==> src/common/ssg_pkg.sv <==
/*
  Package for the stop-state gain scheduler: register byte offsets,
  field positions, reset values and arithmetic constants.
  Assumes a 32-bit AXI4-Lite register bus with word-aligned registers.
*/
package ssg_pkg;
  // Register byte offsets
  localparam logic [7:0] ADDR_ENABLE_BITS = 8'h00;
  localparam logic [7:0] ADDR_JUDGE_LEVEL = 8'h04;
  localparam logic [7:0] ADDR_HALF_BITS = 8'h08;
  localparam logic [7:0] ADDR_CUT_MAG = 8'h0c;
  localparam logic [7:0] ADDR_SUPPRESS_LEVEL = 8'h10;
  localparam logic [7:0] ADDR_MODE_CTRL = 8'h14;
  localparam logic [7:0] ADDR_STATUS = 8'h18;
  // Field positions
  localparam int REDUCE_ENABLE_BIT = 3;
  localparam int SUPPRESS_ENABLE_BIT = 4;
  localparam int HALF_SELECT_BIT = 3;
  localparam int MODE_SWITCH_BIT = 0;
  localparam int MODE_HIGH_CYCLE_BIT = 1;
  localparam int MODE_LOCK_BIT = 2;
  // Reset values
  localparam logic [7:0] RST_ENABLE_BITS = 8'h00;
  localparam logic [15:0] RST_JUDGE_LEVEL = 16'h0005;
  localparam logic [7:0] RST_HALF_BITS = 8'h00;
  localparam logic [15:0] RST_CUT_MAG = 16'h0000;
  localparam logic [15:0] RST_SUPPRESS_LEVEL = 16'h0190;
  localparam logic [7:0] RST_MODE_CTRL = 8'h00;
  // Suppression level units per detection-unit pulse
  localparam logic [15:0] SUPPRESS_UNIT = 16'h0190;
  localparam logic [15:0] SUPPRESS_MAX = 16'h7fff;
  // Percent divisor for the cutting magnification
  localparam logic [15:0] PERCENT_FULL = 16'h0064;
  // AXI response codes
  localparam logic [1:0] RESP_OKAY = 2'b00;
  localparam logic [1:0] RESP_SLVERR = 2'b10;
endpackage

==> src/core/ssg_gain_scale.sv <==
/*
  Combinational gain scaler: picks 75 %, 50 % or alpha/100 of a base gain.
  Assumes a 16-bit unsigned gain; alpha is a percentage.
*/
`timescale 1ns/1ps
module ssg_gain_scale
  import ssg_pkg::*;
#(
  parameter int GAIN_W = 16
) (
  input wire logic [GAIN_W-1:0] base_gain,
  input wire logic half_sel,
  input wire logic use_alpha,
  input wire logic [15:0] alpha,
  output logic [GAIN_W-1:0] scaled_gain
);
  logic [GAIN_W+15:0] product;

  // Alpha product, then divide by one hundred
  always_comb begin
    product = base_gain * alpha;
    if (use_alpha) begin
      scaled_gain = GAIN_W'(product / (GAIN_W + 16)'(PERCENT_FULL));
    end else if (half_sel) begin
      scaled_gain = base_gain >> 1;
    end else begin
      scaled_gain = GAIN_W'((base_gain >> 1) + (base_gain >> 2));
    end
  end
endmodule // ssg_gain_scale

==> src/core/ssg_pulse_filter.sv <==
/*
  Small-motion pulse suppression: drops feedback pulses made while the
  motor returns inside the rest grid. The grid width is the level
  parameter, 400 per detection-unit pulse.
  Assumes signed feedback increments, one per clock.
*/
`timescale 1ns/1ps
module ssg_pulse_filter
  import ssg_pkg::*;
#(
  parameter int FB_W = 16
) (
  input wire logic aclk,
  input wire logic aresetn,
  input wire logic enable,
  input wire logic at_rest,
  input wire logic [15:0] level,
  input wire logic signed [FB_W-1:0] fb_in,
  output logic signed [FB_W-1:0] fb_out,
  output logic dropping
);
  // Grid position in level units (400 per pulse)
  logic signed [31:0] grid_pos;
  logic signed [31:0] next_grid_pos;
  logic signed [31:0] step;
  logic signed [31:0] cand;
  logic in_grid;

  // Grid tracking and pulse exclusion
  always_comb begin
    step = 32'(fb_in) * $signed({16'h0000, SUPPRESS_UNIT});
    cand = grid_pos + step;
    in_grid = (cand <= $signed({16'h0000, level})) &&
              (cand >= -$signed({16'h0000, level}));
    next_grid_pos = grid_pos;
    fb_out = fb_in;
    dropping = 1'b0;
    if (enable && at_rest) begin
      if (in_grid) begin
        next_grid_pos = cand;
        fb_out = '0;
        dropping = (fb_in != '0);
      end else begin
        next_grid_pos = '0;
      end
    end else begin
      next_grid_pos = '0;
    end
  end

  always_ff @(posedge aclk) begin
    if (!aresetn) begin
      grid_pos <= '0;
    end else begin
      grid_pos <= next_grid_pos;
    end
  end
endmodule // ssg_pulse_filter

==> src/core/ssg_scheduler.sv <==
/*
  Top of the stop-state gain scheduler: AXI4-Lite register slave, stop
  detection, gain selection and small-motion pulse suppression.
  Assumes one clock, synchronous active-low reset, and servo inputs that
  arrive from logic on the same clock.
*/
// The implementer's own choices: register access over AXI4-Lite and the register addresses.
`timescale 1ns/1ps
module ssg_scheduler
  import ssg_pkg::*;
#(
  parameter int GAIN_W = 16,
  parameter int ERR_W = 24,
  parameter int FB_W = 16
) (
  input wire logic aclk,
  input wire logic aresetn,
  input wire logic [7:0] s_axi_awaddr,
  input wire logic s_axi_awvalid,
  output logic s_axi_awready,
  input wire logic [31:0] s_axi_wdata,
  input wire logic [3:0] s_axi_wstrb,
  input wire logic s_axi_wvalid,
  output logic s_axi_wready,
  output logic [1:0] s_axi_bresp,
  output logic s_axi_bvalid,
  input wire logic s_axi_bready,
  input wire logic [7:0] s_axi_araddr,
  input wire logic s_axi_arvalid,
  output logic s_axi_arready,
  output logic [31:0] s_axi_rdata,
  output logic [1:0] s_axi_rresp,
  output logic s_axi_rvalid,
  input wire logic s_axi_rready,
  input wire logic signed [ERR_W-1:0] position_error,
  input wire logic cutting_mode,
  input wire logic [GAIN_W-1:0] velocity_proportional_gain,
  input wire logic [GAIN_W-1:0] rapid_gain,
  input wire logic signed [FB_W-1:0] feedback_in,
  output logic [GAIN_W-1:0] gain_out,
  output logic signed [FB_W-1:0] feedback_out,
  output logic stop_gain_reduce_on
);
  import ssg_pkg::*;

  //////////////////////////////////////////////////////////////////////////
  // Register file
  logic [7:0] enable_bits, next_enable_bits;
  logic [15:0] judge_level, next_judge_level;
  logic [7:0] half_bits, next_half_bits;
  logic [15:0] cut_mag, next_cut_mag;
  logic [15:0] suppress_level, next_suppress_level;
  logic [7:0] mode_ctrl, next_mode_ctrl;
  logic stop_gain_reduce_enable, stop_gain_half_select;
  logic small_motion_suppress_enable;

  // AXI slave state
  logic aw_held, next_aw_held, w_held, next_w_held;
  logic [7:0] aw_addr, next_aw_addr;
  logic [31:0] w_data, next_w_data;
  logic [3:0] w_strb, next_w_strb;
  logic bvalid, next_bvalid;
  logic [1:0] bresp, next_bresp;
  logic rvalid, next_rvalid;
  logic [1:0] rresp, next_rresp;
  logic [31:0] rdata, next_rdata;
  logic do_write, wr_hit, rd_hit;
  logic [31:0] rd_word;

  // Datapath state
  logic [GAIN_W-1:0] gain_reg, next_gain_reg;
  logic signed [FB_W-1:0] fb_reg, next_fb_reg;
  logic reduce_on, next_reduce_on;
  logic dropping, last_drop, next_last_drop;
  logic [ERR_W-1:0] abs_err;
  logic at_rest, reduce_active, use_alpha;
  logic [GAIN_W-1:0] base_gain, scaled_gain;
  logic signed [FB_W-1:0] fb_filtered;

  assign stop_gain_reduce_enable = enable_bits[REDUCE_ENABLE_BIT];
  assign small_motion_suppress_enable = enable_bits[SUPPRESS_ENABLE_BIT];
  assign stop_gain_half_select = half_bits[HALF_SELECT_BIT];

  // Byte-lane merge of a written word into a register
  function automatic logic [31:0] merge(input logic [31:0] old,
                                        input logic [31:0] d,
                                        input logic [3:0] s);
    logic [31:0] r;
    r = old;
    for (int i = 0; i < 4; i++) begin
      if (s[i]) begin
        r[i*8 +: 8] = d[i*8 +: 8];
      end
    end
    return r;
  endfunction

  // Write path: address and data taken in either order
  always_comb begin
    next_aw_held = aw_held;
    next_aw_addr = aw_addr;
    next_w_held = w_held;
    next_w_data = w_data;
    next_w_strb = w_strb;
    next_bvalid = bvalid;
    next_bresp = bresp;
    next_enable_bits = enable_bits;
    next_judge_level = judge_level;
    next_half_bits = half_bits;
    next_cut_mag = cut_mag;
    next_suppress_level = suppress_level;
    next_mode_ctrl = mode_ctrl;
    if (s_axi_awvalid && s_axi_awready) begin
      next_aw_held = 1'b1;
      next_aw_addr = s_axi_awaddr;
    end
    if (s_axi_wvalid && s_axi_wready) begin
      next_w_held = 1'b1;
      next_w_data = s_axi_wdata;
      next_w_strb = s_axi_wstrb;
    end
    do_write = aw_held && w_held && !bvalid;
    wr_hit = 1'b1;
    if (do_write) begin
      unique case (aw_addr)
        ADDR_ENABLE_BITS: next_enable_bits =
          8'(merge({24'h0, enable_bits}, w_data, w_strb));
        ADDR_JUDGE_LEVEL: next_judge_level =
          16'(merge({16'h0, judge_level}, w_data, w_strb));
        ADDR_HALF_BITS: next_half_bits =
          8'(merge({24'h0, half_bits}, w_data, w_strb));
        ADDR_CUT_MAG: next_cut_mag =
          16'(merge({16'h0, cut_mag}, w_data, w_strb));
        ADDR_SUPPRESS_LEVEL: next_suppress_level =
          16'(merge({16'h0, suppress_level}, w_data, w_strb))
          & SUPPRESS_MAX;
        ADDR_MODE_CTRL: next_mode_ctrl =
          8'(merge({24'h0, mode_ctrl}, w_data, w_strb));
        ADDR_STATUS: wr_hit = 1'b1;
        default: wr_hit = 1'b0;
      endcase
      next_aw_held = 1'b0;
      next_w_held = 1'b0;
      next_bvalid = 1'b1;
      next_bresp = wr_hit ? RESP_OKAY : RESP_SLVERR;
    end else if (bvalid && s_axi_bready) begin
      next_bvalid = 1'b0;
    end
  end

  // Read path: one read at a time, answered the cycle after it is taken
  always_comb begin
    rd_hit = 1'b1;
    unique case (s_axi_araddr)
      ADDR_ENABLE_BITS: rd_word = {24'h0, enable_bits};
      ADDR_JUDGE_LEVEL: rd_word = {16'h0, judge_level};
      ADDR_HALF_BITS: rd_word = {24'h0, half_bits};
      ADDR_CUT_MAG: rd_word = {16'h0, cut_mag};
      ADDR_SUPPRESS_LEVEL: rd_word = {16'h0, suppress_level};
      ADDR_MODE_CTRL: rd_word = {24'h0, mode_ctrl};
      ADDR_STATUS: rd_word = {30'h0, last_drop, reduce_on};
      default: begin
        rd_word = 32'h0;
        rd_hit = 1'b0;
      end
    endcase
    next_rvalid = rvalid;
    next_rdata = rdata;
    next_rresp = rresp;
    if (s_axi_arvalid && s_axi_arready) begin
      next_rvalid = 1'b1;
      next_rdata = rd_word;
      next_rresp = rd_hit ? RESP_OKAY : RESP_SLVERR;
    end else if (rvalid && s_axi_rready) begin
      next_rvalid = 1'b0;
    end
  end

  always_ff @(posedge aclk) begin
    if (!aresetn) begin
      enable_bits <= RST_ENABLE_BITS;
      judge_level <= RST_JUDGE_LEVEL;
      half_bits <= RST_HALF_BITS;
      cut_mag <= RST_CUT_MAG;
      suppress_level <= RST_SUPPRESS_LEVEL;
      mode_ctrl <= RST_MODE_CTRL;
      aw_held <= 1'b0;
      aw_addr <= 8'h00;
      w_held <= 1'b0;
      w_data <= 32'h0;
      w_strb <= 4'h0;
      bvalid <= 1'b0;
      bresp <= RESP_OKAY;
      rvalid <= 1'b0;
      rdata <= 32'h0;
      rresp <= RESP_OKAY;
      s_axi_awready <= 1'b1;
      s_axi_wready <= 1'b1;
      s_axi_arready <= 1'b1;
    end else begin
      enable_bits <= next_enable_bits;
      judge_level <= next_judge_level;
      half_bits <= next_half_bits;
      cut_mag <= next_cut_mag;
      suppress_level <= next_suppress_level;
      mode_ctrl <= next_mode_ctrl;
      aw_held <= next_aw_held;
      aw_addr <= next_aw_addr;
      w_held <= next_w_held;
      w_data <= next_w_data;
      w_strb <= next_w_strb;
      bvalid <= next_bvalid;
      bresp <= next_bresp;
      rvalid <= next_rvalid;
      rdata <= next_rdata;
      rresp <= next_rresp;
      s_axi_awready <= !next_aw_held && !next_bvalid;
      s_axi_wready <= !next_w_held && !next_bvalid;
      s_axi_arready <= !next_rvalid;
    end
  end

  // Response outputs straight from their registers
  assign s_axi_bvalid = bvalid;
  assign s_axi_bresp = bresp;
  assign s_axi_rvalid = rvalid;
  assign s_axi_rdata = rdata;
  assign s_axi_rresp = rresp;

  //////////////////////////////////////////////////////////////////////////
  // Stop detection and gain selection
  always_comb begin
    abs_err = position_error[ERR_W-1] ? ERR_W'(-position_error)
                                      : ERR_W'(position_error);
    at_rest = abs_err < ERR_W'(judge_level);
    reduce_active = stop_gain_reduce_enable && at_rest
      && !(mode_ctrl[MODE_LOCK_BIT] && mode_ctrl[MODE_HIGH_CYCLE_BIT]);
    base_gain = (mode_ctrl[MODE_SWITCH_BIT] && !cutting_mode)
                ? rapid_gain : velocity_proportional_gain;
    use_alpha = cutting_mode && (cut_mag != 16'h0000);
    next_gain_reg = reduce_active ? scaled_gain : base_gain;
    next_reduce_on = reduce_active;
    next_fb_reg = fb_filtered;
    next_last_drop = dropping;
  end

  ssg_gain_scale #(
    .GAIN_W(GAIN_W)
  ) u_scale (
    .base_gain(base_gain),
    .half_sel(stop_gain_half_select),
    .use_alpha(use_alpha),
    .alpha(cut_mag),
    .scaled_gain(scaled_gain)
  );

  // Grid width follows the level parameter, one pulse by default
  ssg_pulse_filter #(
    .FB_W(FB_W)
  ) u_filter (
    .aclk(aclk),
    .aresetn(aresetn),
    .enable(small_motion_suppress_enable),
    .at_rest(at_rest),
    .level(suppress_level),
    .fb_in(feedback_in),
    .fb_out(fb_filtered),
    .dropping(dropping)
  );

  always_ff @(posedge aclk) begin
    if (!aresetn) begin
      gain_reg <= '0;
      fb_reg <= '0;
      reduce_on <= 1'b0;
      last_drop <= 1'b0;
    end else begin
      gain_reg <= next_gain_reg;
      fb_reg <= next_fb_reg;
      reduce_on <= next_reduce_on;
      last_drop <= next_last_drop;
    end
  end

  assign gain_out = gain_reg;
  assign feedback_out = fb_reg;
  assign stop_gain_reduce_on = reduce_on;
endmodule // ssg_scheduler

==> config.mk <==
export PLATFORM = sky130hd
export DESIGN_NAME = ssg_scheduler
export DESIGN_NICKNAME = d
export VERILOG_FILES = /design/src/common/ssg_pkg.sv /design/src/core/ssg_gain_scale.sv /design/src/core/ssg_pulse_filter.sv /design/src/core/ssg_scheduler.sv
export SDC_FILE = /design/constraint.sdc
export NUM_CORES = 1
export LEC_CHECK = 0
export BUFFER_PORTS_ARGS = -buffer_cell sky130_fd_sc_hd__buf_2
export CORE_MARGIN = 2
export CORE_UTILIZATION = 40
export DETAILED_ROUTE_END_ITERATION = 7
export SLEW_MARGIN = 10
export SYNTH_ARGS = -nofsm -noshare
export SYNTH_HDL_FRONTEND = slang
export SYNTH_SLANG_ARGS = --single-unit
==> constraint.sdc <==
create_clock -name aclk -period 71.8 [get_ports aclk]
set_input_delay 7.18 -clock aclk [delete_from_list [all_inputs] [get_ports aclk]]
set_output_delay 7.18 -clock aclk [all_outputs]
set_load 0.01 [all_outputs]
# Yosys cells after proc, flatten, opt, wreduce, memory -nomap -nowiden
# Cells that the tools add are included.
[word_totals] register_bits=206 inputBits=132 out_inout_bits=74 word_cells=109
[classes] muxes=21 magnitude_cmp=3 div=1 n_mul=2 n_eq_ne=12 n_reduce_logical=39 n_addsub=4
[op_table] operator="case mux 16 bit (7 select lines)" count=1
[op_table] operator="two-way mux 16 bit" count=6
[op_table] operator="equality test 8 x 5 -> 1 bit (second input constant)" count=6
[op_table] operator="adder 32 bit" count=1
[op_table] operator="divider 32 x 7 -> 32 bit (second input constant)" count=1
[op_table] operator="equality test 8 x 4 -> 1 bit (second input constant)" count=4
[op_table] operator=">= comparator 32 bit" count=1
[op_table] operator="<= comparator 32 x 16 -> 1 bit" count=1
[op_table] operator="multiplier 16 x 16 -> 32 bit" count=1
[op_table] operator="negator 15 -> 32 bit" count=1
[op_table] operator="nonzero test 16 bit" count=2
[op_table] operator="AND reduction 3 bit" count=10
[op_table] operator="less-than comparator 24 x 16 -> 1 bit" count=1
[op_table] operator="two-way mux 24 bit" count=1
[op_table] operator="negator 24 bit" count=1
[op_table] operator="multiplier 16 x 6 -> 22 bit (second input constant)" count=1
[op_table] operator="adder 15 x 14 -> 16 bit" count=1
[op_table] operator="equality test 8 x 3 -> 1 bit (second input constant)" count=2
[op_table] operator="logical AND 1 bit" count=16
[op_table] operator="logical NOT 8 bit" count=2
[op_table] operator="OR reduction 7 bit" count=2
[op_table] operator="two-way mux 1 bit" count=11
[op_table] operator="logical NOT 1 bit" count=7
[op_table] operator="two-way mux 2 bit" count=2

# Logic depth before layout (Yosys ltp)
# Gate-level depths: netlist of the first run.
[logic_depth] ltp_word=7 depth_mapped=91 mapped_depth_nobuf=77

# Cells and area by module
# Synthesis of the first run repeated with hierarchy kept, for this count alone.
[unflattened] hier_cells=3621 hier_area_um2=29278.1
[modules_own_cells] module="ssg_gain_scale" seq_area_each_um2=0.0 cells_each=2139 area_each_um2=16664.7 instances=1
[modules_own_cells] module="ssg_scheduler" seq_area_each_um2=3123.0 cells_each=819 area_each_um2=7194.4 instances=1
[modules_own_cells] module="ssg_pulse_filter" seq_area_each_um2=560.5 cells_each=663 area_each_um2=5418.9 instances=1

# Worst setup path before layout of the first run
# OpenSTA, ideal clock, no wires.
[synth_timing] path_kind="in2reg" from="in cutting_mode" to="reg gain_reg[0], in the netlist gain_out[0]" n_path_buf=8 arrival_time_ns=27.980 cell_stages=83 required_time_ns=71.680 slack_ns=43.700 setup_ns=0.120 cell_sequence="nor2b_1 -> clkbuf_1 -> clkbuf_1 -> mux2_2 -> buf_1 -> nand2_1 -> fa_1 -> inv_1 -> fa_1 -> inv_1 -> fa_1 -> inv_1 -> fa_1 -> fa_1 -> inv_1 -> fa_1 -> inv_1 -> ha_1 -> [47 not listed] -> a21oi_1 -> nor4_2 -> nor3_4 -> a31oi_1 -> a2bb2oi_1 -> mux2i_2 -> o31ai_1 -> maj3_2 -> a311oi_2 -> o31ai_4 -> and3_2 -> a311oi_2 -> a221oi_1 -> or4_1 -> a221oi_2 -> a211oi_1 -> mux2i_1 -> a2bb2oi_2"
[synth_via] elab_chain_len=7 elab_cells_between_ends=10 cone_classes="add/sub: 1; mul: 1; div: 1; mux: 4; reduce/logical: 3"
[synth_rtl] element="start: declaration" line="ssg_scheduler.sv:36" rtl="input wire logic cutting_mode,"
[synth_rtl] element="logical NOT 1 bit" line="ssg_scheduler.sv:238" rtl="base_gain = (mode_ctrl[MODE_SWITCH_BIT] && !cutting_mode)"
[synth_rtl] element="logical AND 1 bit" line="ssg_scheduler.sv:238"
[synth_rtl] element="two-way mux 16 bit" line="ssg_scheduler.sv:239" rtl="? rapid_gain : velocity_proportional_gain;"
[synth_rtl] element="multiplier 16 x 16 -> 32 bit or adder 15 x 14 -> 16 bit (tied branches)" line="ssg_gain_scale.sv:21, ssg_gain_scale.sv:27"
[synth_rtl] element="divider 32 x 7 -> 32 bit or two-way mux 16 bit (tied branches)" line="ssg_gain_scale.sv:23, ssg_gain_scale.sv:24"
[synth_rtl] element="two-way mux 16 bit" line="ssg_gain_scale.sv:22" rtl="if (use_alpha) begin"
[synth_rtl] element="two-way mux 16 bit *" line="ssg_scheduler.sv:241" rtl="next_gain_reg = reduce_active ? scaled_gain : base_gain;"
[synth_rtl] element="end signal: assignment" line="ssg_scheduler.sv:278" rtl="gain_reg <= next_gain_reg;"
[synth_rtl] element="end: declaration" line="ssg_scheduler.sv:71" rtl="logic [GAIN_W-1:0] gain_reg, next_gain_reg;"
# Mark *: on every way between the ends. The rest lies on a longest branch, timed or not.
# A chain may end at the register's enable or synchronous reset.

# Final worst setup path of the first run
# Ends and elaborated chain as after synthesis.

==> results of run 1 <==
[flip-flops by register name (all words and copies together) (netlist names), 8 cells and up]
register           cells
u_filter.grid_pos     28
s_axi_rdata           16
aw_addr                8
gain_out              16
suppress_level        15
judge_level           16
mode_ctrl              8
cut_mag               16
enable_bits            8
feedback_out          16
half_bits              8
w_data                16
[metrics by stage]
stage	worst slack [ns]	hold WS [ns]	instances	power, mW
after global placement	39.55	0.446	4314	0.197
final	39.65	0.462	4347	0.291
after floorplan	43.70	0.436	3405	0.176
after CTS	40.03	0.460	4346	0.293
after global routing	37.60	0.493	4346	0.311
after detailed placement	39.55	0.449	4314	0.198
[area by class of cell]
class	instances	area (sq um)	area share
antenna	1	2.50	0.0000854
multi-input combinational	2671	21400	0.730
clock buffer	17	425	0.0145
tap	873	1090	0.0373
clock inverter	15	179	0.00611
inverter	385	1450	0.0494
timing repair buffer	201	1090	0.0371
sequential	184	3680	0.126
[metal layers]
metal  share of wire  vias to the layer above
met1            0.46                    11800
li1                -                    11900
met5         0.00034                        -
met3           0.050                       85
met2            0.46                      655
met4           0.022                        4
[path summary, 6_finish.rpt]
kind                             start                 endpoint  slack [ns]
max reg2reg  mode_ctrl[0]$_SDFFE_PN0P_   gain_out[0]$_SDFF_PN0_       46.19
max                       cutting_mode   gain_out[0]$_SDFF_PN0_       39.65
min            aw_addr[1]$_SDFFE_PN0P_  aw_addr[1]$_SDFFE_PN0P_        0.46
min reg2reg    aw_addr[1]$_SDFFE_PN0P_  aw_addr[1]$_SDFFE_PN0P_        0.46
[worst min-delay path, cell delays in order (launching register included)]
cell	delay, ns
dfxtp_1	0.31
nand2_1	0.05
a21oi_1	0.05
[cell families after synthesis]
kind of cell,Yosys count,synth area share
AO/OA/AOI/OAI,792,0.209
XOR/XNOR,146,0.0472
adder cells (fa/ha/maj),474,0.275
buffers and inverters,550,0.0828
flip-flops,184,0.135
multiplexers,128,0.0499
other,1,0.000138
AND/OR/NAND/NOR,1113,0.201
[layout by cell type (no fill, tap or decap), types with 28 or more instances in the layout]
cell	n
inv_1	383
nand2_1	349
ha_1	260
nor2_1	242
a21oi_1	218
fa_1	210
dfxtp_1	184
buf_2	169
and2_1	163
xnor2_1	114
o21ai_0	102
mux2i_1	91
nor3_1	79
nand3_1	54
a211oi_1	40
a21o_1	34
o21bai_1	33
o211ai_1	33
nor2b_1	32
buf_4	32
xor2_1	31
a31oi_1	31
and3_1	31
nand4_1	28
[cells in the mapped netlist, types with 23 or more instances]
library cell	number	area, sq um
fa_1	210	4200
mux2i_1	92	921
and2_1	163	1020
a21o_1	34	255
o21bai_1	33	248
nand3_1	54	270
a211oi_1	40	300
xnor2_1	114	998
dfxtp_1	184	3680
inv_1	383	1440
mux2_2	23	259
xor2_1	31	272
a21oi_1	218	1090
clkbuf_1	98	368
and3_1	31	194
a31oi_1	31	194
o211ai_1	33	248
o31ai_1	25	188
buf_4	36	270
nand4_1	28	175
ha_1	260	3250
nor2_1	242	908
nor2b_1	33	206
nor3_1	79	395
nand2b_1	25	156
nand2_1	349	1310
o21ai_0	102	510
[power by group]
part | switching (mW) | total (mW) | internal, mW
registers | 0.00240 | 0.107 | 0.104
logic | 0.0536 | 0.0898 | 0.0362
clock network | 0.0477 | 0.0946 | 0.0470
==> metrics.txt, run 1 <==
Worst setup EP type=register; share of synthesized registers carrying an async set or reset=0; CP required=72.19 ns; setup violators final=0; share of layout cells above drive strength 1=0.104; Yosys cell types=138; vias in the first global route=23600; DR DRC count=0; RSZ-0062 raised after global routing=no; Initial Util=0.405; max_slew headroom=0.239; Total GRT Usage=0.220; met2 Track Usage GR=0.369; M3 GR Usage=0.0215; Synth Warn #=0; largest stage delay on the critical path=0.77 ns; CTS Buf Count=17; outcome=completed; PwrDens=9.94 mW/mm^2; CTS H-tree depth=4; I/O Pins=206; global routing usage on met1=0.307; register bit total from synthesis=184; Core Rows=95; Setup TNS=0 ns; postcts setup bufs=0; crit share post-route=0.448; crit path buf inv count=7; die area=0.0702 sq mm; Fill cells=6919; MaxCap Viol Count=0; reg2reg path depth=76; die height=265 microns; clock-pin slew on the worst setup and hold paths=0.08 ns; CP delay by family, top=compound AO/OA/AOI/OAI gates; Final Max Tran Viols=0; fmax=0.0311 GHz; path length in cells of the critical path=77; design area=0.0293 sq mm; CP Launch Type=input port; CTS tree=yes; dpl hpwl=61.4 mm; number of hold buffers added after CTS=0; vias per cell=5.62; largest net degree at the start of global routing=102; Port Buf Inserts=169; P&R area growth vs syn=7.54%; total number of vias=24400; initial antenna violation count=3; Slew @ Worst Pin=1.13 ns; CTS max path bufs=2; crit-path most repeated cell=fa_1; post-cts sizing count=0; drt pass-1 iters=6; root buf cell=clkbuf_16; Layout Utilization=0.436; Hold Path Stages=2; top_reg_cell synth=dfxtp_1; Die X=265 microns; Syn Std Cell Area=0.0272 sq mm; total clock sinks=184; Routed Wire Length=77.4 mm; sequential-to-total area share from yosys stat=0.135; placed instance area=0.0287 sq mm; final clock skew=0.0128 ns; Lkg Pwr=13.8 nW; total gr overflow=0; kind of critical path=input port to register; ANT nets after route=0; # nets final=4062; CORE AREA=0.0673 sq mm; 1st-iter DRT viols=1838; GR peak layer=met2; WL/cell=17.8 microns; Routability Congestion=0.913; Post-synth EDFFs=0; Fin. Hold Viols=0; CP max stage cell=a211oi_1; Tmin final=32.15 ns; clk_lat worst skew=0.45 ns; Hold Crit Class=register to register; Worst Path Arrival=32.54 ns; Max VDD drop=19.6 uV; Mapped Avg Cell Area=8.04 sq um; worst-path fanout max=19; first-pass GRT wire length=126 mm; post-synthesis cell count=3388
No activity file was read; power rests on OpenSTA's default activity.
==> run 2, diff against run 1 <==
- clock period: 71.8 -> 33.3 ns (I/O delays scaled with it)
==> run 2 against run 1 <==
Against the previous run:
- hold slack worse by 0.0018 ns
- count of clock-buffer cells in the layout is 1 higher
- highest routed layer unchanged
- power increased by 110%
- critical path depth down 2
- critical path type unchanged
- global-route usage shrank 0.12 points
- register-to-register slack worse by 38 ns
- worst setup slack lost 35 ns
- first-iteration DRC count down 3.3%
- combinational power increased by 110%
- flip-flop and latch count unchanged
==> metrics.txt, run 2 (synthesis results as in run 1) <==
outcome=completed; post-placement cell count=4317; Hold Path Stages=2; CTS max path bufs=2; final clock skew=0.0178 ns; WL/cell=17.9 microns; drt pass-1 iters=8; CP required=33.69 ns; Total GRT Usage=0.219; CP max stage cell=a211oi_2; # nets final=4065; placed instance area=0.0287 sq mm; CORE AREA=0.0673 sq mm; register cell area after layout=0.00368 sq mm; Largest Register=u_filter.grid_pos; largest net degree at the start of global routing=91; root buf cell=clkbuf_16; Max VDD drop=41.6 uV; Worst Path Arrival=28.67 ns; Core Rows=95; clock-pin slew on the worst setup and hold paths=0.08 ns; fmax=0.0354 GHz; post-cts sizing count=0; Tmin final=28.28 ns; vias per cell=5.61; first-pass GRT wire length=125 mm; vias in the first global route=23200; Lkg Pwr=13.9 nW; Setup TNS=0 ns; Fill cells=6922; diodes inserted=0; die height=265 microns; initial antenna violation count=3; postcts setup bufs=0; Die X=265 microns; largest stage delay on the critical path=0.76 ns; MaxCap Viol Count=0; kind of critical path=input port to register; non-filler instance count after layout=4349; crit-path most repeated cell=fa_1; number of hold buffers added after CTS=0; total gr overflow=0; Routed Wire Length=77.7 mm; RSZ-0062 raised after global routing=no; 1st-iter DRT viols=1778; total number of vias=24400; max FFs per register=28; Initial Util=0.405; PwrDens=21.3 mW/mm^2; max_slew headroom=0.245; crit path buf inv count=5; Routability Congestion=0.922; Slew @ Worst Pin=1.12 ns; Hold Crit Class=register to register; Fin. Hold Viols=0; crit share post-route=0.849; Worst setup EP type=register; total clock sinks=184; Final Max Tran Viols=0; I/O Pins=206; ANT nets after route=0; path length in cells of the critical path=75; Port Buf Inserts=169; design area=0.0293 sq mm; DR DRC count=0; dpl hpwl=62.0 mm; CTS tree=yes; multi-input combinational cell area=0.0214 sq mm; CP Launch Type=input port; CTS Buf Count=17; worst-path fanout max=19; die area=0.0702 sq mm; CTS H-tree depth=4; leading cell types in the layout, fill and taps excluded=383 x inv_1, 349 x nand2_1, 260 x ha_1; reg2reg path depth=74; commonest non-fill, non-tap cell in the layout=inv_1; setup violators final=0; P&R area growth vs syn=7.55%; CP delay by family, top=compound AO/OA/AOI/OAI gates; clk_lat worst skew=0.46 ns; share of layout cells above drive strength 1=0.105
## run 2: final cells by class
cell class | count | area share
Multi-Input combinational cell | 2671 | 0.730
Sequential cell | 184 | 0.126
Inverter | 385 | 0.0494
Timing Repair Buffer | 204 | 0.0378
Tap cell | 873 | 0.0373
Clock buffer | 18 | 0.0146
Clock inverter | 14 | 0.00542
## run 2: worst paths after layout
check / slack (ns) / to / start
max: 5.02 / gain_out[0]$_SDFF_PN0_ / cutting_mode
min: 0.46 / aw_addr[1]$_SDFFE_PN0P_ / aw_addr[1]$_SDFFE_PN0P_
max reg2reg: 7.70 / gain_out[0]$_SDFF_PN0_ / mode_ctrl[0]$_SDFFE_PN0P_
min reg2reg: 0.46 / aw_addr[1]$_SDFFE_PN0P_ / aw_addr[1]$_SDFFE_PN0P_
## run 2: through the flow
stage                     power, mW  hold slack (ns)  worst slack [ns]  utilization
after global placement        0.424            0.446              4.97        0.427
after floorplan               0.379            0.436              9.05            -
after global routing          0.668            0.504              3.08        0.436
after CTS                     0.630            0.462              5.45        0.436
after detailed placement      0.428            0.451              5.02        0.427
final                         0.626            0.461              5.02        0.436
## run 2: per-layer routing
metal | GRT usage | up-vias | wire length [microns]
met1 | 0.307 | 11800 | 36700
met5 | 0 | - | 15
met2 | 0.367 | 568 | 36100
met3 | 0.0192 | 77 | 3250
li1 | - | 11900 | -
met4 | 0.0484 | 2 | 1620
## run 2: report_power, final
part           internal (mW)  total, mW  switching, mW  leakage [nW]
Sequential             0.225      0.230        0.00517          1.50
Combinational         0.0782      0.193          0.115          12.1
Clock                  0.101      0.202          0.101         0.288
## run 2: worst min-delay path, delay by kind of cell (launching register included)
| family | cells | cell delay [ns] |
|---|---|---|
| flip-flops | 1 | 0.31 |
| AND/OR/NAND/NOR | 1 | 0.05 |
| AO/OA/AOI/OAI | 1 | 0.05 |
